File: src/sacl_pkg.sv
// Shared types and constants for the serial converter link.
package sacl_pkg;

  // Result width and the trial code that opens a successive approximation.
  localparam int unsigned RESULT_BITS = 8;
  localparam int unsigned MSB_POS     = RESULT_BITS - 1;
  localparam int unsigned MUX_BITS_MAX = 4;
  localparam logic [7:0]  SAR_START   = 8'h80;
  localparam logic [7:0]  RESULT_RST  = 8'h00;

  // Result FIFO depth.
  localparam int unsigned FIFO_DEPTH = 32;

  // Bench link clock period and its length in system clocks, for reference.
  localparam int unsigned SYS_PERIOD_NS  = 50;
  localparam int unsigned LINK_PERIOD_NS = 400;
  localparam int unsigned LINK_PERIOD_CYC = LINK_PERIOD_NS / SYS_PERIOD_NS;

  // Indices of the synchronised link pins inside one vector.
  localparam int unsigned PIN_CS   = 0;
  localparam int unsigned PIN_CLK  = 1;
  localparam int unsigned PIN_DIN  = 2;
  localparam int unsigned PIN_ORD  = 3;
  localparam int unsigned PIN_CMP  = 4;
  localparam int unsigned PIN_CNT  = 5;
  localparam logic [4:0]  PIN_RST  = 5'h01;

  typedef enum logic [5:0]
  {
    ST_IDLE   = 6'b00_0001,
    ST_ADDR   = 6'b00_0010,
    ST_SETTLE = 6'b00_0100,
    ST_CONV   = 6'b00_1000,
    ST_REV    = 6'b01_0000,
    ST_TAIL   = 6'b10_0000
  } sacl_state_type;

  // Channel assignment as decoded from the multiplexer word.
  typedef struct packed
  {
    logic       single_ended_flag;
    logic       odd_sign;
    logic [1:0] select;
  } sacl_chan_cfg_type;

  // One finished conversion as it enters the result FIFO.
  typedef struct packed
  {
    sacl_chan_cfg_type cfg;
    logic [7:0]        code;
  } sacl_result_type;

endpackage

File: src/sacl_fifo.sv
// Synchronous FIFO that buffers finished conversion results.
`timescale 1ns/10ps
`default_nettype none

module sacl_fifo
#(
  parameter int unsigned WIDTH = 12,
  parameter int unsigned DEPTH = 32
)
(
  // Clock and reset
  input  wire logic             sys_clk,
  input  wire logic             sys_rst,
  // Filling side
  input  wire logic             in_valid,
  output var  logic             in_ready,
  input  wire logic [WIDTH-1:0] in_data,
  // Draining side
  output var  logic             out_valid,
  input  wire logic             out_ready,
  output var  logic [WIDTH-1:0] out_data
);

  localparam int unsigned AW = $clog2(DEPTH);
  localparam logic [AW:0] FULL_CNT = (AW+1)'(DEPTH);
  localparam logic [AW-1:0] LAST_PTR = AW'(DEPTH - 1);

  logic [WIDTH-1:0] mem_q [DEPTH];
  logic [AW-1:0]    wr_ptr_q;
  logic [AW-1:0]    wr_ptr_d;
  logic [AW-1:0]    rd_ptr_q;
  logic [AW-1:0]    rd_ptr_d;
  logic [AW:0]      count_q;
  logic [AW:0]      count_d;
  logic             push;
  logic             pop;
  // The valid output leaves a flip-flop of its own instead of a compare on the count.
  logic             nonempty_q;
  logic             nonempty_d;

  assign push     = in_valid && in_ready;
  assign pop      = out_valid && out_ready;
  assign in_ready = (count_q != FULL_CNT);
  assign out_valid = nonempty_q;
  assign out_data = mem_q[rd_ptr_q];

  always_comb
  begin
    wr_ptr_d = wr_ptr_q;
    rd_ptr_d = rd_ptr_q;
    count_d  = count_q;
    if (push)
    begin
      wr_ptr_d = (wr_ptr_q == LAST_PTR) ? '0 : AW'(wr_ptr_q + 1'b1);
    end
    if (pop)
    begin
      rd_ptr_d = (rd_ptr_q == LAST_PTR) ? '0 : AW'(rd_ptr_q + 1'b1);
    end
    if (push && !pop)
    begin
      count_d = (AW+1)'(count_q + 1'b1);
    end
    else if (pop && !push)
    begin
      count_d = (AW+1)'(count_q - 1'b1);
    end
    nonempty_d = (count_d != '0);
  end

  always_ff @(posedge sys_clk)
  begin
    if (sys_rst)
    begin
      wr_ptr_q <= '0;
      rd_ptr_q <= '0;
      count_q  <= '0;
      nonempty_q <= 1'b0;
    end
    else
    begin
      wr_ptr_q <= wr_ptr_d;
      rd_ptr_q <= rd_ptr_d;
      count_q  <= count_d;
      nonempty_q <= nonempty_d;
    end
  end

  // Storage has no reset; only words below the count are ever read.
  always_ff @(posedge sys_clk)
  begin
    if (push)
    begin
      mem_q[wr_ptr_q] <= in_data;
    end
  end

  a_fifo_no_overrun :
    assert property (@(posedge sys_clk) disable iff (sys_rst)
      (count_q == FULL_CNT) && !pop |=> count_q == FULL_CNT)
    else $error("FIFO count moved past full.");

endmodule

`default_nettype wire

File: src/sacl_link.sv
// Serial link and conversion sequencer of an 8-bit successive-approximation converter.
// Functional notes
// - While addressing, serial input is sampled on each rising link clock edge.
// - Leading zeros are ignored; the first one is the start bit, but ones are refused while the result FIFO is full.
// - Two to four bits after the start bit form the channel assignment.
// - Half a link clock of settling follows the start bit reaching its place.
// - Busy flag rises at settling start; serial input is then ignored.
// - Output leaves high impedance and drives one zero bit for one period.
// - Each comparator decision appears on falling edges, most significant first.
// - Conversion takes eight periods; busy flag drops half a period later.
// - All eight result bits are kept for a reversed send.
// - Without an order pin, the result follows again least significant first.
// - After the reversed stream the output stays low until deselect.
// - With the order pin high the last bit holds; low shifts reversed bits.
// - The single-channel variant sends only the forward stream.
// - Chip select high keeps the sequencer registers but push_data_q cleared; the result FIFO keeps its contents.
// - Input is only looked at while the output is still undriven.
// - Result is an unsigned 8-bit code of 256 values.
// - Word order is single-ended flag, odd or sign bit, then select bits.
// - Positive input below negative input yields an all-zero code.
// - The single-channel variant takes no assignment bits.
`timescale 1ns/10ps
`default_nettype none

module sacl_link
#(
  parameter int unsigned MUX_BITS        = 4,
  parameter bit          HAS_ORDER_PIN   = 1'b0,
  parameter int unsigned FIFO_DEPTH      = sacl_pkg::FIFO_DEPTH
)
(
  // Clock and reset
  input  wire logic                        sys_clk,
  input  wire logic                        sys_rst,
  // Serial link pins
  input  wire logic                        chip_select_n,
  input  wire logic                        serial_clock,
  input  wire logic                        serial_in_line,
  input  wire logic                        lsb_first_request_n,
  output var  logic                        serial_out,
  output var  logic                        serial_out_oe_n,
  // Analog front end
  input  wire logic                        comparator_high,
  output var  logic [7:0]                  trial_code,
  output var  sacl_pkg::sacl_chan_cfg_type channel_cfg,
  output var  logic                        conversion_active_flag,
  // Result stream
  output var  logic                        result_valid,
  input  wire logic                        result_ready,
  output var  sacl_pkg::sacl_result_type   result_data
);

  localparam logic [1:0] ADDR_LAST = 2'(MUX_BITS - 1);
  localparam logic [2:0] BIT_MSB   = 3'(sacl_pkg::MSB_POS);

  // Every pin crosses into sys_clk through two flip-flops.
  logic [sacl_pkg::PIN_CNT-1:0] pin_raw;
  logic [sacl_pkg::PIN_CNT-1:0] pin_meta_q;
  logic [sacl_pkg::PIN_CNT-1:0] pin_sync_q;
  logic                         clk_prev_q;
  logic                         cs_s;
  logic                         din_s;
  logic                         ord_n_s;
  logic                         cmp_s;
  logic                         rise;
  logic                         fall;

  assign pin_raw = {comparator_high, lsb_first_request_n, serial_in_line,
                    serial_clock, chip_select_n};

  always_ff @(posedge sys_clk)
  begin
    if (sys_rst)
    begin
      pin_meta_q <= sacl_pkg::PIN_RST;
      pin_sync_q <= sacl_pkg::PIN_RST;
      clk_prev_q <= 1'b0;
    end
    else
    begin
      pin_meta_q <= pin_raw;
      pin_sync_q <= pin_meta_q;
      clk_prev_q <= pin_sync_q[sacl_pkg::PIN_CLK];
    end
  end

  assign cs_s    = pin_sync_q[sacl_pkg::PIN_CS];
  assign din_s   = pin_sync_q[sacl_pkg::PIN_DIN];
  assign ord_n_s = pin_sync_q[sacl_pkg::PIN_ORD];
  assign cmp_s   = pin_sync_q[sacl_pkg::PIN_CMP];
  assign rise    = pin_sync_q[sacl_pkg::PIN_CLK] && !clk_prev_q;
  assign fall    = !pin_sync_q[sacl_pkg::PIN_CLK] && clk_prev_q;

  // Maps the raw assignment word onto the fields for this channel count.
  function automatic sacl_pkg::sacl_chan_cfg_type decode_cfg(input logic [3:0] w);
    sacl_pkg::sacl_chan_cfg_type c;
    c = '0;
    case (MUX_BITS)
      2:
      begin
        c.single_ended_flag = w[1];
        c.odd_sign          = w[0];
      end
      3:
      begin
        c.single_ended_flag = w[2];
        c.odd_sign          = w[1];
        c.select            = {1'b0, w[0]};
      end
      4:
      begin
        c.single_ended_flag = w[3];
        c.odd_sign          = w[2];
        c.select            = w[1:0];
      end
      default:
      begin
        c = '0;
      end
    endcase
    return c;
  endfunction

  // One approximation step: keep the decision and try the next lower bit.
  function automatic logic [7:0] sar_step(input logic [7:0] t, input logic [2:0] i,
                                          input logic dec);
    logic [7:0] n;
    n    = t;
    n[i] = dec;
    if (i != 3'h0)
    begin
      n[3'(i - 3'h1)] = 1'b1;
    end
    return n;
  endfunction

  sacl_pkg::sacl_state_type    state_q;
  sacl_pkg::sacl_state_type    state_d;
  logic [3:0]                  addr_sr_q;
  logic [3:0]                  addr_sr_d;
  logic [1:0]                  addr_cnt_q;
  logic [1:0]                  addr_cnt_d;
  logic [2:0]                  bit_idx_q;
  logic [2:0]                  bit_idx_d;
  logic [7:0]                  result_q;
  logic [7:0]                  result_d;
  logic [7:0]                  trial_q;
  logic [7:0]                  trial_d;
  sacl_pkg::sacl_chan_cfg_type cfg_q;
  sacl_pkg::sacl_chan_cfg_type cfg_d;
  logic                        flag_q;
  logic                        flag_d;
  logic                        dout_q;
  logic                        dout_d;
  logic                        oe_n_q;
  logic                        oe_n_d;
  logic                        push_q;
  logic                        push_d;
  sacl_pkg::sacl_result_type   push_data_q;
  sacl_pkg::sacl_result_type   push_data_d;
  logic                        fifo_in_ready;

  always_comb
  begin
    state_d     = state_q;
    addr_sr_d   = addr_sr_q;
    addr_cnt_d  = addr_cnt_q;
    bit_idx_d   = bit_idx_q;
    result_d    = result_q;
    trial_d     = trial_q;
    cfg_d       = cfg_q;
    flag_d      = flag_q;
    dout_d      = dout_q;
    oe_n_d      = oe_n_q;
    push_d      = 1'b0;
    push_data_d = push_data_q;
    if (cs_s)
    begin
      // Deselect wipes every sequencer register but push_data_q and floats the output.
      state_d    = sacl_pkg::ST_IDLE;
      addr_sr_d  = '0;
      addr_cnt_d = '0;
      bit_idx_d  = '0;
      result_d   = sacl_pkg::RESULT_RST;
      trial_d    = sacl_pkg::RESULT_RST;
      cfg_d      = '0;
      flag_d     = 1'b0;
      dout_d     = 1'b0;
      oe_n_d     = 1'b1;
    end
    else
    begin
      case (state_q)
        sacl_pkg::ST_IDLE:
        begin
          // Zeros are skipped; a start bit is refused while results cannot be stored.
          if (rise && din_s && fifo_in_ready)
          begin
            if (MUX_BITS == 0)
            begin
              state_d = sacl_pkg::ST_SETTLE;
              flag_d  = 1'b1;
            end
            else
            begin
              state_d    = sacl_pkg::ST_ADDR;
              addr_cnt_d = '0;
            end
          end
        end
        sacl_pkg::ST_ADDR:
        begin
          if (rise)
          begin
            addr_sr_d  = {addr_sr_q[2:0], din_s};
            addr_cnt_d = 2'(addr_cnt_q + 2'h1);
            if (addr_cnt_q == ADDR_LAST)
            begin
              // Word complete: assign the channel and start settling.
              cfg_d   = decode_cfg({addr_sr_q[2:0], din_s});
              state_d = sacl_pkg::ST_SETTLE;
              flag_d  = 1'b1;
            end
          end
        end
        sacl_pkg::ST_SETTLE:
        begin
          // Half a period after the start bit took its place, drive the leading zero.
          if (fall)
          begin
            oe_n_d    = 1'b0;
            dout_d    = 1'b0;
            trial_d   = sacl_pkg::SAR_START;
            bit_idx_d = BIT_MSB;
            state_d   = sacl_pkg::ST_CONV;
          end
        end
        sacl_pkg::ST_CONV:
        begin
          // A low comparator on every trial gives the all-zero code.
          if (fall)
          begin
            dout_d              = cmp_s;
            result_d[bit_idx_q] = cmp_s;
            trial_d             = sar_step(trial_q, bit_idx_q, cmp_s);
            if (bit_idx_q == 3'h0)
            begin
              push_d           = 1'b1;
              push_data_d.cfg  = cfg_q;
              push_data_d.code = {result_q[7:1], cmp_s};
              bit_idx_d        = 3'h1;
              state_d          = (MUX_BITS == 0) ? sacl_pkg::ST_TAIL
                                                 : sacl_pkg::ST_REV;
            end
            else
            begin
              bit_idx_d = 3'(bit_idx_q - 3'h1);
            end
          end
        end
        sacl_pkg::ST_REV:
        begin
          if (rise)
          begin
            flag_d = 1'b0;
          end
          // With an order pin held high the last bit simply stays.
          if (fall && (!HAS_ORDER_PIN || !ord_n_s))
          begin
            dout_d = result_q[bit_idx_q];
            if (bit_idx_q == BIT_MSB)
            begin
              state_d = sacl_pkg::ST_TAIL;
            end
            else
            begin
              bit_idx_d = 3'(bit_idx_q + 3'h1);
            end
          end
        end
        sacl_pkg::ST_TAIL:
        begin
          if (rise)
          begin
            flag_d = 1'b0;
          end
          if (fall)
          begin
            dout_d = 1'b0;
          end
        end
        default:
        begin
          state_d = sacl_pkg::ST_IDLE;
        end
      endcase
    end
  end

  always_ff @(posedge sys_clk)
  begin
    if (sys_rst)
    begin
      state_q     <= sacl_pkg::ST_IDLE;
      addr_sr_q   <= '0;
      addr_cnt_q  <= '0;
      bit_idx_q   <= '0;
      result_q    <= sacl_pkg::RESULT_RST;
      trial_q     <= sacl_pkg::RESULT_RST;
      cfg_q       <= '0;
      flag_q      <= 1'b0;
      dout_q      <= 1'b0;
      oe_n_q      <= 1'b1;
      push_q      <= 1'b0;
      push_data_q <= '0;
    end
    else
    begin
      state_q     <= state_d;
      addr_sr_q   <= addr_sr_d;
      addr_cnt_q  <= addr_cnt_d;
      bit_idx_q   <= bit_idx_d;
      result_q    <= result_d;
      trial_q     <= trial_d;
      cfg_q       <= cfg_d;
      flag_q      <= flag_d;
      dout_q      <= dout_d;
      oe_n_q      <= oe_n_d;
      push_q      <= push_d;
      push_data_q <= push_data_d;
    end
  end

  assign serial_out             = dout_q;
  assign serial_out_oe_n        = oe_n_q;
  assign trial_code             = trial_q;
  assign channel_cfg            = cfg_q;
  assign conversion_active_flag = flag_q;

  sacl_fifo
  #(
    .WIDTH ($bits(sacl_pkg::sacl_result_type)),
    .DEPTH (FIFO_DEPTH)
  )
  u_fifo
  (
    .sys_clk   (sys_clk),
    .sys_rst   (sys_rst),
    .in_valid  (push_q),
    .in_ready  (fifo_in_ready),
    .in_data   (push_data_q),
    .out_valid (result_valid),
    .out_ready (result_ready),
    .out_data  (result_data)
  );

  a_flag_at_settle :
    assert property (@(posedge sys_clk) disable iff (sys_rst)
      state_q == sacl_pkg::ST_SETTLE |-> flag_q && oe_n_q)
    else $error("Busy flag low or output driven during settling.");

  a_zero_lead_bit :
    assert property (@(posedge sys_clk) disable iff (sys_rst)
      state_q == sacl_pkg::ST_SETTLE && fall && !cs_s
      |=> !oe_n_q && !dout_q && trial_q == sacl_pkg::SAR_START)
    else $error("Leading zero bit not driven after settling.");

  a_deselect_clears :
    assert property (@(posedge sys_clk) disable iff (sys_rst)
      cs_s |=> state_q == sacl_pkg::ST_IDLE && result_q == '0 && !flag_q)
    else $error("State not cleared while deselected.");

  a_deselect_float :
    assert property (@(posedge sys_clk) disable iff (sys_rst)
      cs_s ##1 cs_s |-> oe_n_q)
    else $error("Output driven while deselected.");

  a_input_ignored :
    assert property (@(posedge sys_clk) disable iff (sys_rst)
      !cs_s && state_q != sacl_pkg::ST_IDLE && state_q != sacl_pkg::ST_ADDR
      |=> $stable(addr_sr_q))
    else $error("Address register moved after addressing ended.");

  a_decision_out :
    assert property (@(posedge sys_clk) disable iff (sys_rst)
      state_q == sacl_pkg::ST_CONV && fall && !cs_s
      |=> dout_q == $past(cmp_s) && result_q[$past(bit_idx_q)] == $past(cmp_s))
    else $error("Comparator decision not placed on the output.");

  a_flag_drop :
    assert property (@(posedge sys_clk) disable iff (sys_rst)
      (state_q == sacl_pkg::ST_REV || state_q == sacl_pkg::ST_TAIL) && rise
      |=> !flag_q)
    else $error("Busy flag still high after conversion.");

  a_tail_low :
    assert property (@(posedge sys_clk) disable iff (sys_rst)
      state_q == sacl_pkg::ST_TAIL && fall && !cs_s |=> !dout_q && !oe_n_q)
    else $error("Output not low after the reversed stream.");

  a_order_hold :
    assert property (@(posedge sys_clk) disable iff (sys_rst)
      HAS_ORDER_PIN && state_q == sacl_pkg::ST_REV && ord_n_s && !cs_s
      |=> $stable(dout_q))
    else $error("Output moved while the order pin was high.");

  a_start_zeros :
    assert property (@(posedge sys_clk) disable iff (sys_rst)
      state_q == sacl_pkg::ST_IDLE && rise && !din_s |=> state_q == sacl_pkg::ST_IDLE)
    else $error("A leading zero was taken as a start bit.");

  a_single_forward :
    assert property (@(posedge sys_clk) disable iff (sys_rst)
      MUX_BITS == 0 |-> state_q != sacl_pkg::ST_REV)
    else $error("Single-channel variant entered the reversed stream.");

endmodule

`default_nettype wire

File: config.mk
export PLATFORM = sky130hd
export DESIGN_NAME = sacl_link
export DESIGN_NICKNAME = d
export VERILOG_FILES = /design/src/sacl_pkg.sv /design/src/sacl_fifo.sv /design/src/sacl_link.sv
export SDC_FILE = /design/constraint.sdc
export NUM_CORES = 1
export LEC_CHECK = 0
export ABC_AREA = 1
export BUFFER_PORTS_ARGS = -buffer_cell sky130_fd_sc_hd__buf_4
export CAP_MARGIN = 20
export CORE_MARGIN = 2
export CORE_UTILIZATION = 35
export DETAILED_ROUTE_END_ITERATION = 8
export HOLD_SLACK_MARGIN = 0.1
export SLEW_MARGIN = 20
export SYNTH_ARGS = -nofsm -noshare
export SYNTH_HDL_FRONTEND = slang
export SYNTH_SLANG_ARGS = --single-unit
File: constraint.sdc
create_clock -name sys_clk -period 5.9 [get_ports sys_clk]
set_clock_uncertainty 0.1 [all_clocks]
set_input_delay 0.295 -clock sys_clk [delete_from_list [all_inputs] [get_ports sys_clk]]
set_output_delay 0.295 -clock sys_clk [all_outputs]
set_load 0.005 [all_outputs]
# After elaboration in Yosys (flattened, before gate mapping)

Memory sizes are Yosys's and may differ from the RTL's. A register that Yosys moved wholly into a read port is not among the register bits.
Index checks and enable logic that the tools add are counted.

Flip-flop bits (word level): 78
RAM bits: 384
Bits of input ports: 8
Output and inout bits: 28
Logic and storage cells: 147
Memories: 1

Memories:

| memory       | depth | bits a word | rd ports | clocked after memory_dff | wr ports | RTL line        | source |
|---|---|---|---|---|---|---|---|
| u_fifo.mem_q | 32    | 12          | 1        | 1                        | 1        | sacl_fifo.sv:28 | `logic [WIDTH-1:0] mem_q [DEPTH];` |

Add/subtract/negate cells: 7
Order comparisons: 4
Eq/ne operators: 22
Mux-type cells: 47
Bitwise logic cells: 5
Reduce and logical (&&, ||, !) cells: 37

Operator list:

| cell                  | number |
|---|---|
| $mux W6               | 10 |
| $pmux W6 S6           | 1 |
| $mux W8               | 3 |
| $mux W5               | 4 |
| $ne A2 B2 Y1 const B  | 9 |
| $bwmux W8             | 2 |
| $pmux W8 S2           | 1 |
| $mux W3               | 5 |
| $mux W1               | 12 |
| $reduce_and A4 Y1     | 3 |
| $add A5 B1 Y5 const B | 2 |
| $eq A5 B5 Y1 const B  | 2 |
| $logic_and A1 B1 Y1   | 10 |
| $pmux W3 S3           | 1 |
| $reduce_and A3 Y1     | 3 |
| $reduce_and A9 Y1     | 1 |
| $reduce_bool A3 Y1    | 3 |
| $lt A3 B4 Y1 const B  | 2 |
| $or A8 B8 Y8          | 1 |
| $add A6 B1 Y6 const B | 1 |
| $demux W1 S3          | 2 |
| $eq A6 B1 Y1 const B  | 1 |
| $eq A6 B2 Y1 const B  | 1 |
| $eq A6 B3 Y1 const B  | 1 |
| 26 further kinds      | 41 |

# Depth between registers and ports, before layout

Word-level depth: 9
Mapped depth: 14
Gate-level depth less buffers: 14

# Cells and area by module

Synthesis repeated with hierarchy kept, for this count alone.

Cells, all modules: 1664
Area, all modules: 19203.4 um2

Modules (own cells, without submodules):

| module    | times used | cells each | area each (um2) | sequential area each (um2) |
|---|---|---|---|---|
| sacl_fifo | 1          | 1280       | 16412.0         | 11971.5 |
| sacl_link | 1          | 384        | 2791.4          | 1181.1 |

# Worst setup path after synthesis

OpenSTA, ideal clock, no wires.

Path type: register -> register
Start: register u_fifo.count_q[0]
End: memory u_fifo.mem_q[15][0], enable pin
Setup time: 0.396 ns
Data arrival time: 1.972 ns
Required time: 5.404 ns
Setup slack: 3.431 ns
Cell stages (with the launch flop): 9
Path buffers: 1
Clock period less this slack: 2.469 ns
Path through: dfxtp_1 -> inv_1 -> ha_1 -> nand2_1 -> inv_1 -> nand3_4 -> nand2_4 -> buf_2 -> nor3_1

Cells in the longest elaborated chain, start to end: 4

RTL lines:

| item                          | RTL line        | source |
|---|---|---|
| start: declaration            | sacl_fifo.sv:33 | `logic [AW:0] count_q;` |
| start signal: assignment      | sacl_fifo.sv:84 | `count_q <= count_d;` |
| $ne A6 B6 Y1                  | sacl_fifo.sv:43 | `assign in_ready = (count_q != FULL_CNT);` |
| $logic_and A1 B1 Y1           | sacl_fifo.sv:41 | `assign push = in_valid && in_ready;` |
| $mux W1                       | sacl_fifo.sv:92 | `if (push)` |
| $mux W1 (implied by the code) | sacl_fifo.sv:94 | `mem_q[wr_ptr_q] <= in_data;` |
| end: declaration              | sacl_fifo.sv:28 |  |

No other way between the ends.

==> impl_metrics.sql <==
INSERT INTO impl_metrics (metric_group, metric, value, unit) VALUES
('clocking', 'cts.reportedPaths.clkPinSlew', '0.06', 'ns'),
('outcome', 'outcome', 'finished clean', ''),
('power_and_ir_drop', 'static-leakage-power', '6.61', 'nW'),
('die', 'die_area', '56300', 'sq um'),
('synthesis', 'synth-async-reset-ratio', '0', ''),
('timing', 'post-route-worst-setup-slack', '1.96', 'ns'),
('critical_path', 'timing.critical_path.slowest_stage_cell', 'inv_4', ''),
('critical_path', 'cp_slowest_stage_delay', '0.75', 'ns'),
('global_route', 'grt_pass1_vias', '12100', ''),
('clocking', 'ctsHtreeMaxLevel', '2', ''),
('placed_design', 'dp.final_hpwl', '26500', 'um'),
('synthesis', 'synth_simple_gate_area_frac', '0.125', ''),
('synthesis', 'synth_fa_ha_area_frac', '0.00986', ''),
('synthesis', 'syn-cell-area', '19000', 'sq um'),
('global_route', 'initial_antenna_violation_count', '1', ''),
('critical_path', 'critical_path_required', '5.51', 'ns'),
('cells_and_area', 'final_net_count', '1721', ''),
('timing', 'fin_crit', '3.94', 'ns'),
('critical_path', 'cp_common_cell', 'nand2_1', ''),
('die', 'dieWidth', '237', 'um'),
('die', 'fp.coreArea', '53800', 'sq um'),
('global_route', 'gr-usage-met2', '0.281', ''),
('synthesis', 'postSynthAreaPerCell', '11.5', 'sq um'),
('min_path', 'hold_class', 'reg2reg', ''),
('synthesis', 'ys_dominant_reg_cell', 'edfxtp_1', ''),
('clocking', 'clk_path_buf_depth', '3', ''),
('placed_design', 'port_buffers', '34', ''),
('timing', 'final.setup.tns', '0', 'ns'),
('die', 'rows', '85', ''),
('synthesis', 'synth.lib_cells_used.distinct', '39', ''),
('synthesis', 'synth.ff_latch_count', '465', ''),
('drt', 'drcViolationCount', '0', ''),
('die', 'initial_core_util', '0.354', ''),
('cells_and_area', 'layout-area-overhead-vs-synth', '14.2', '%'),
('global_route', 'met3_usage', '0.0225', ''),
('clocking', 'number_of_buffers_created_by_cts', '47', ''),
('timing', 'period_share', '0.668', ''),
('drt', 'drtPass1Iterations', '5', ''),
('die', 'floorplan.die.height', '237', 'um'),
('critical_path', 'critical_path_class', 'reg2out', ''),
('synthesis', 'postSynthNetCount', '1676', ''),
('global_route', 'grt_use_met1', '0.221', ''),
('synthesis', 'synth_sequential_area_ratio', '0.691', ''),
('timing', 'timing.final.setup_violations', '0', ''),
('drt', 'ant_nets', '0', ''),
('cells_and_area', 'fill_cells', '5078', ''),
('clocking', 'cts_tree', 'done', ''),
('timing', 'relSlewSlack', '0.358', ''),
('global_route', 'global_route.peak_usage_layer', 'met2', ''),
('synthesis', 'synthMuxAreaShare', '0', ''),
('critical_path', 'timing.critical_path.arrival', '3.55', 'ns'),
('power_and_ir_drop', 'vdd.ir_drop.worst', '247', 'uV'),
('global_route', 'grt_max_degree', '97', ''),
('drt', 'route.detailed.wl_per_inst', '19.5', 'um'),
('synthesis', 'synth_edf_count', '384', ''),
('die', 'pin_count', '36', ''),
('cells_and_area', 'final_layout_size_suffix_gt1_frac', '0.119', ''),
('placed_design', 'placement.setup.worst_slack', '2.54', 'ns'),
('clocking', 'postCtsSetupBuffers', '0', ''),
('drt', 'detailedRoute.firstIterationViolations', '992', ''),
('placed_design', 'gp_routability_congestion', '0.808', ''),
('synthesis', 'synth_top_family_by_area', 'compound AO/OA/AOI/OAI gates', ''),
('critical_path', 'crit_path_cell_trace', 'inv_4 -> buf_12 -> o21ai_0 -> o221ai_1 -> nand3_1 -> o21ai_1 -> nand2_1 -> nand2_1 -> buf_4', ''),
('synthesis', 'yosys_warnings', '0', ''),
('flow_run', 'cap_violations', '0', ''),
('critical_path', 'start_kind', 'flip-flop', ''),
('critical_path', 'max_fanout_on_critical_path', '96', ''),
('global_route', 'grt_first_pass_wirelength', '71900', 'um'),
('drt', 'vias', '12700', ''),
('clocking', 'clk-insertion-delay-late', '0.57', 'ns'),
('global_route', 'grt_overflow', '0', '');
-- sequential cells by signal, summed over array words and instances (netlist names), named ones only --
name / flops
addr_cnt_q: 2
serial_out_oe_n: 1
pin_meta_q: 4
u_fifo.rd_ptr_q: 5
state_q: 6
trial_code: 8
serial_out: 1
u_fifo.count_q: 6
conversion_active_flag: 1
clk_prev_q: 1
pin_sync_q: 4
push_q: 1
channel_cfg: 4
u_fifo.wr_ptr_q: 5
result_q: 8
bit_idx_q: 3
push_data_q: 12
addr_sr_q: 3
u_fifo.out_valid: 1
u_fifo.mem_q: 384
-- critical path, delay by kind of cell (launching register included) --
kind	cells	cell delay (ns)
compound gates	3	0.61
flops	1	0.52
simple gates	3	0.41
buf+inv	3	1.29
-- Yosys cell counts (4+ instances only) --
library cell,count,area share
buf_4,11,0.0043
o21ai_0,228,0.060
buf_6,6,0.0035
nand3_1,77,0.020
nor2_1,284,0.056
inv_1,88,0.017
a211oi_1,4,0.0016
nand4_1,11,0.0036
nor2_4,4,0.0024
nor2_2,9,0.0030
o221ai_1,76,0.035
o22ai_1,18,0.0059
nor3_1,13,0.0034
and2_1,6,0.0020
nand2_1,137,0.027
inv_2,10,0.0020
edfxtp_1,384,0.61
nand2_2,6,0.0020
ha_1,15,0.0099
a21oi_1,55,0.014
o21ai_1,34,0.0089
dfxtp_1,81,0.085
buf_2,30,0.0079
clkbuf_1,43,0.0085
-- where the power goes --
| part | switching [W] | total, W | internal, W | leakage (nW) |
|---|---|---|---|---|
| Clock | 0.00124 | 0.00298 | 0.00174 | 0.761 |
| Sequential | 0.0000458 | 0.00357 | 0.00353 | 3.39 |
| Combinational | 0.000592 | 0.000863 | 0.000271 | 2.45 |
| Total | 0.00188 | 0.00742 | 0.00554 | 6.61 |
-- final timing paths --
check | from | end | slack (ns) | cells past startpoint
hold / removal | pin_meta_q[1]$_SDFF_PP0_ | pin_sync_q[1]$_SDFF_PP0_ | 0.30 | 2
setup / recovery | flip-flop | result_data[3] | 1.96 | 9
hold reg to reg | pin_meta_q[1]$_SDFF_PP0_ | pin_sync_q[1]$_SDFF_PP0_ | 0.30 | 2
setup reg to reg | u_fifo.count_q[0]$_SDFF_PP0_ | u_fifo.mem_q[4][2]$_DFFE_PP_ | 3.48 | 10
-- layout by cell type, fill, tap and decap left out, types with 55 or more instances in the layout --
cell type	synthesis	routed
inv_1	88	88
a21oi_1	55	55
o221ai_1	76	76
edfxtp_1	384	384
dfxtp_1	81	70
o21ai_0	228	228
nand3_1	77	77
nor2_1	284	284
buf_4	11	80
nand2_1	137	137
-- metrics by stage --
step | area (sq um) | total power (W) | util | std cells | hold WS, ns
final | 21700 | 0.00742 | 0.404 | 2434 | 0.302
after global routing | 21700 | 0.00771 | 0.404 | 2433 | 0.303
after CTS | 21700 | 0.00748 | 0.404 | 2433 | 0.283
after detailed placement | 20100 | 0.00451 | 0.373 | 2336 | 0.299
after global placement | 20100 | 0.00449 | 0.373 | 2336 | 0.297
after floorplan | 19000 | 0.00422 | - | 1653 | 0.288
-- logic make-up after synthesis --
| logic type | Yosys count |
|---|---|
| AND/OR/NAND/NOR | 557 |
| flip-flops | 465 |
| AO/OA/AOI/OAI | 419 |
| buffers and inverters | 194 |
| adder cells (fa/ha/maj) | 15 |
| XOR/XNOR | 3 |
-- what timing repair did --
item                                   CTS  global route
endpoints found under the hold margin   17             0
hold buffers                             9             0
gates resized for setup                  0             0
-- layer usage --
metal  up-vias  part of all wire
met5         -                 0
met3        55             0.055
li1       6046                 -
met4         0             0.020
met1      6197              0.45
met2       359              0.48
-- cell type report --
class                   instances  area [sq um]  share of cell area
diodes                          1          2.50            0.000115
clock buffers                  59          1260              0.0581
clock inverters                29           284              0.0131
inverters                     100           378              0.0174
multi-input cells             994          5060               0.233
flip-flops and latches        465         13200               0.606
well taps                     696           871              0.0401
repair buffers                 90           711              0.0327
Power figures use the tool's default switching activity.
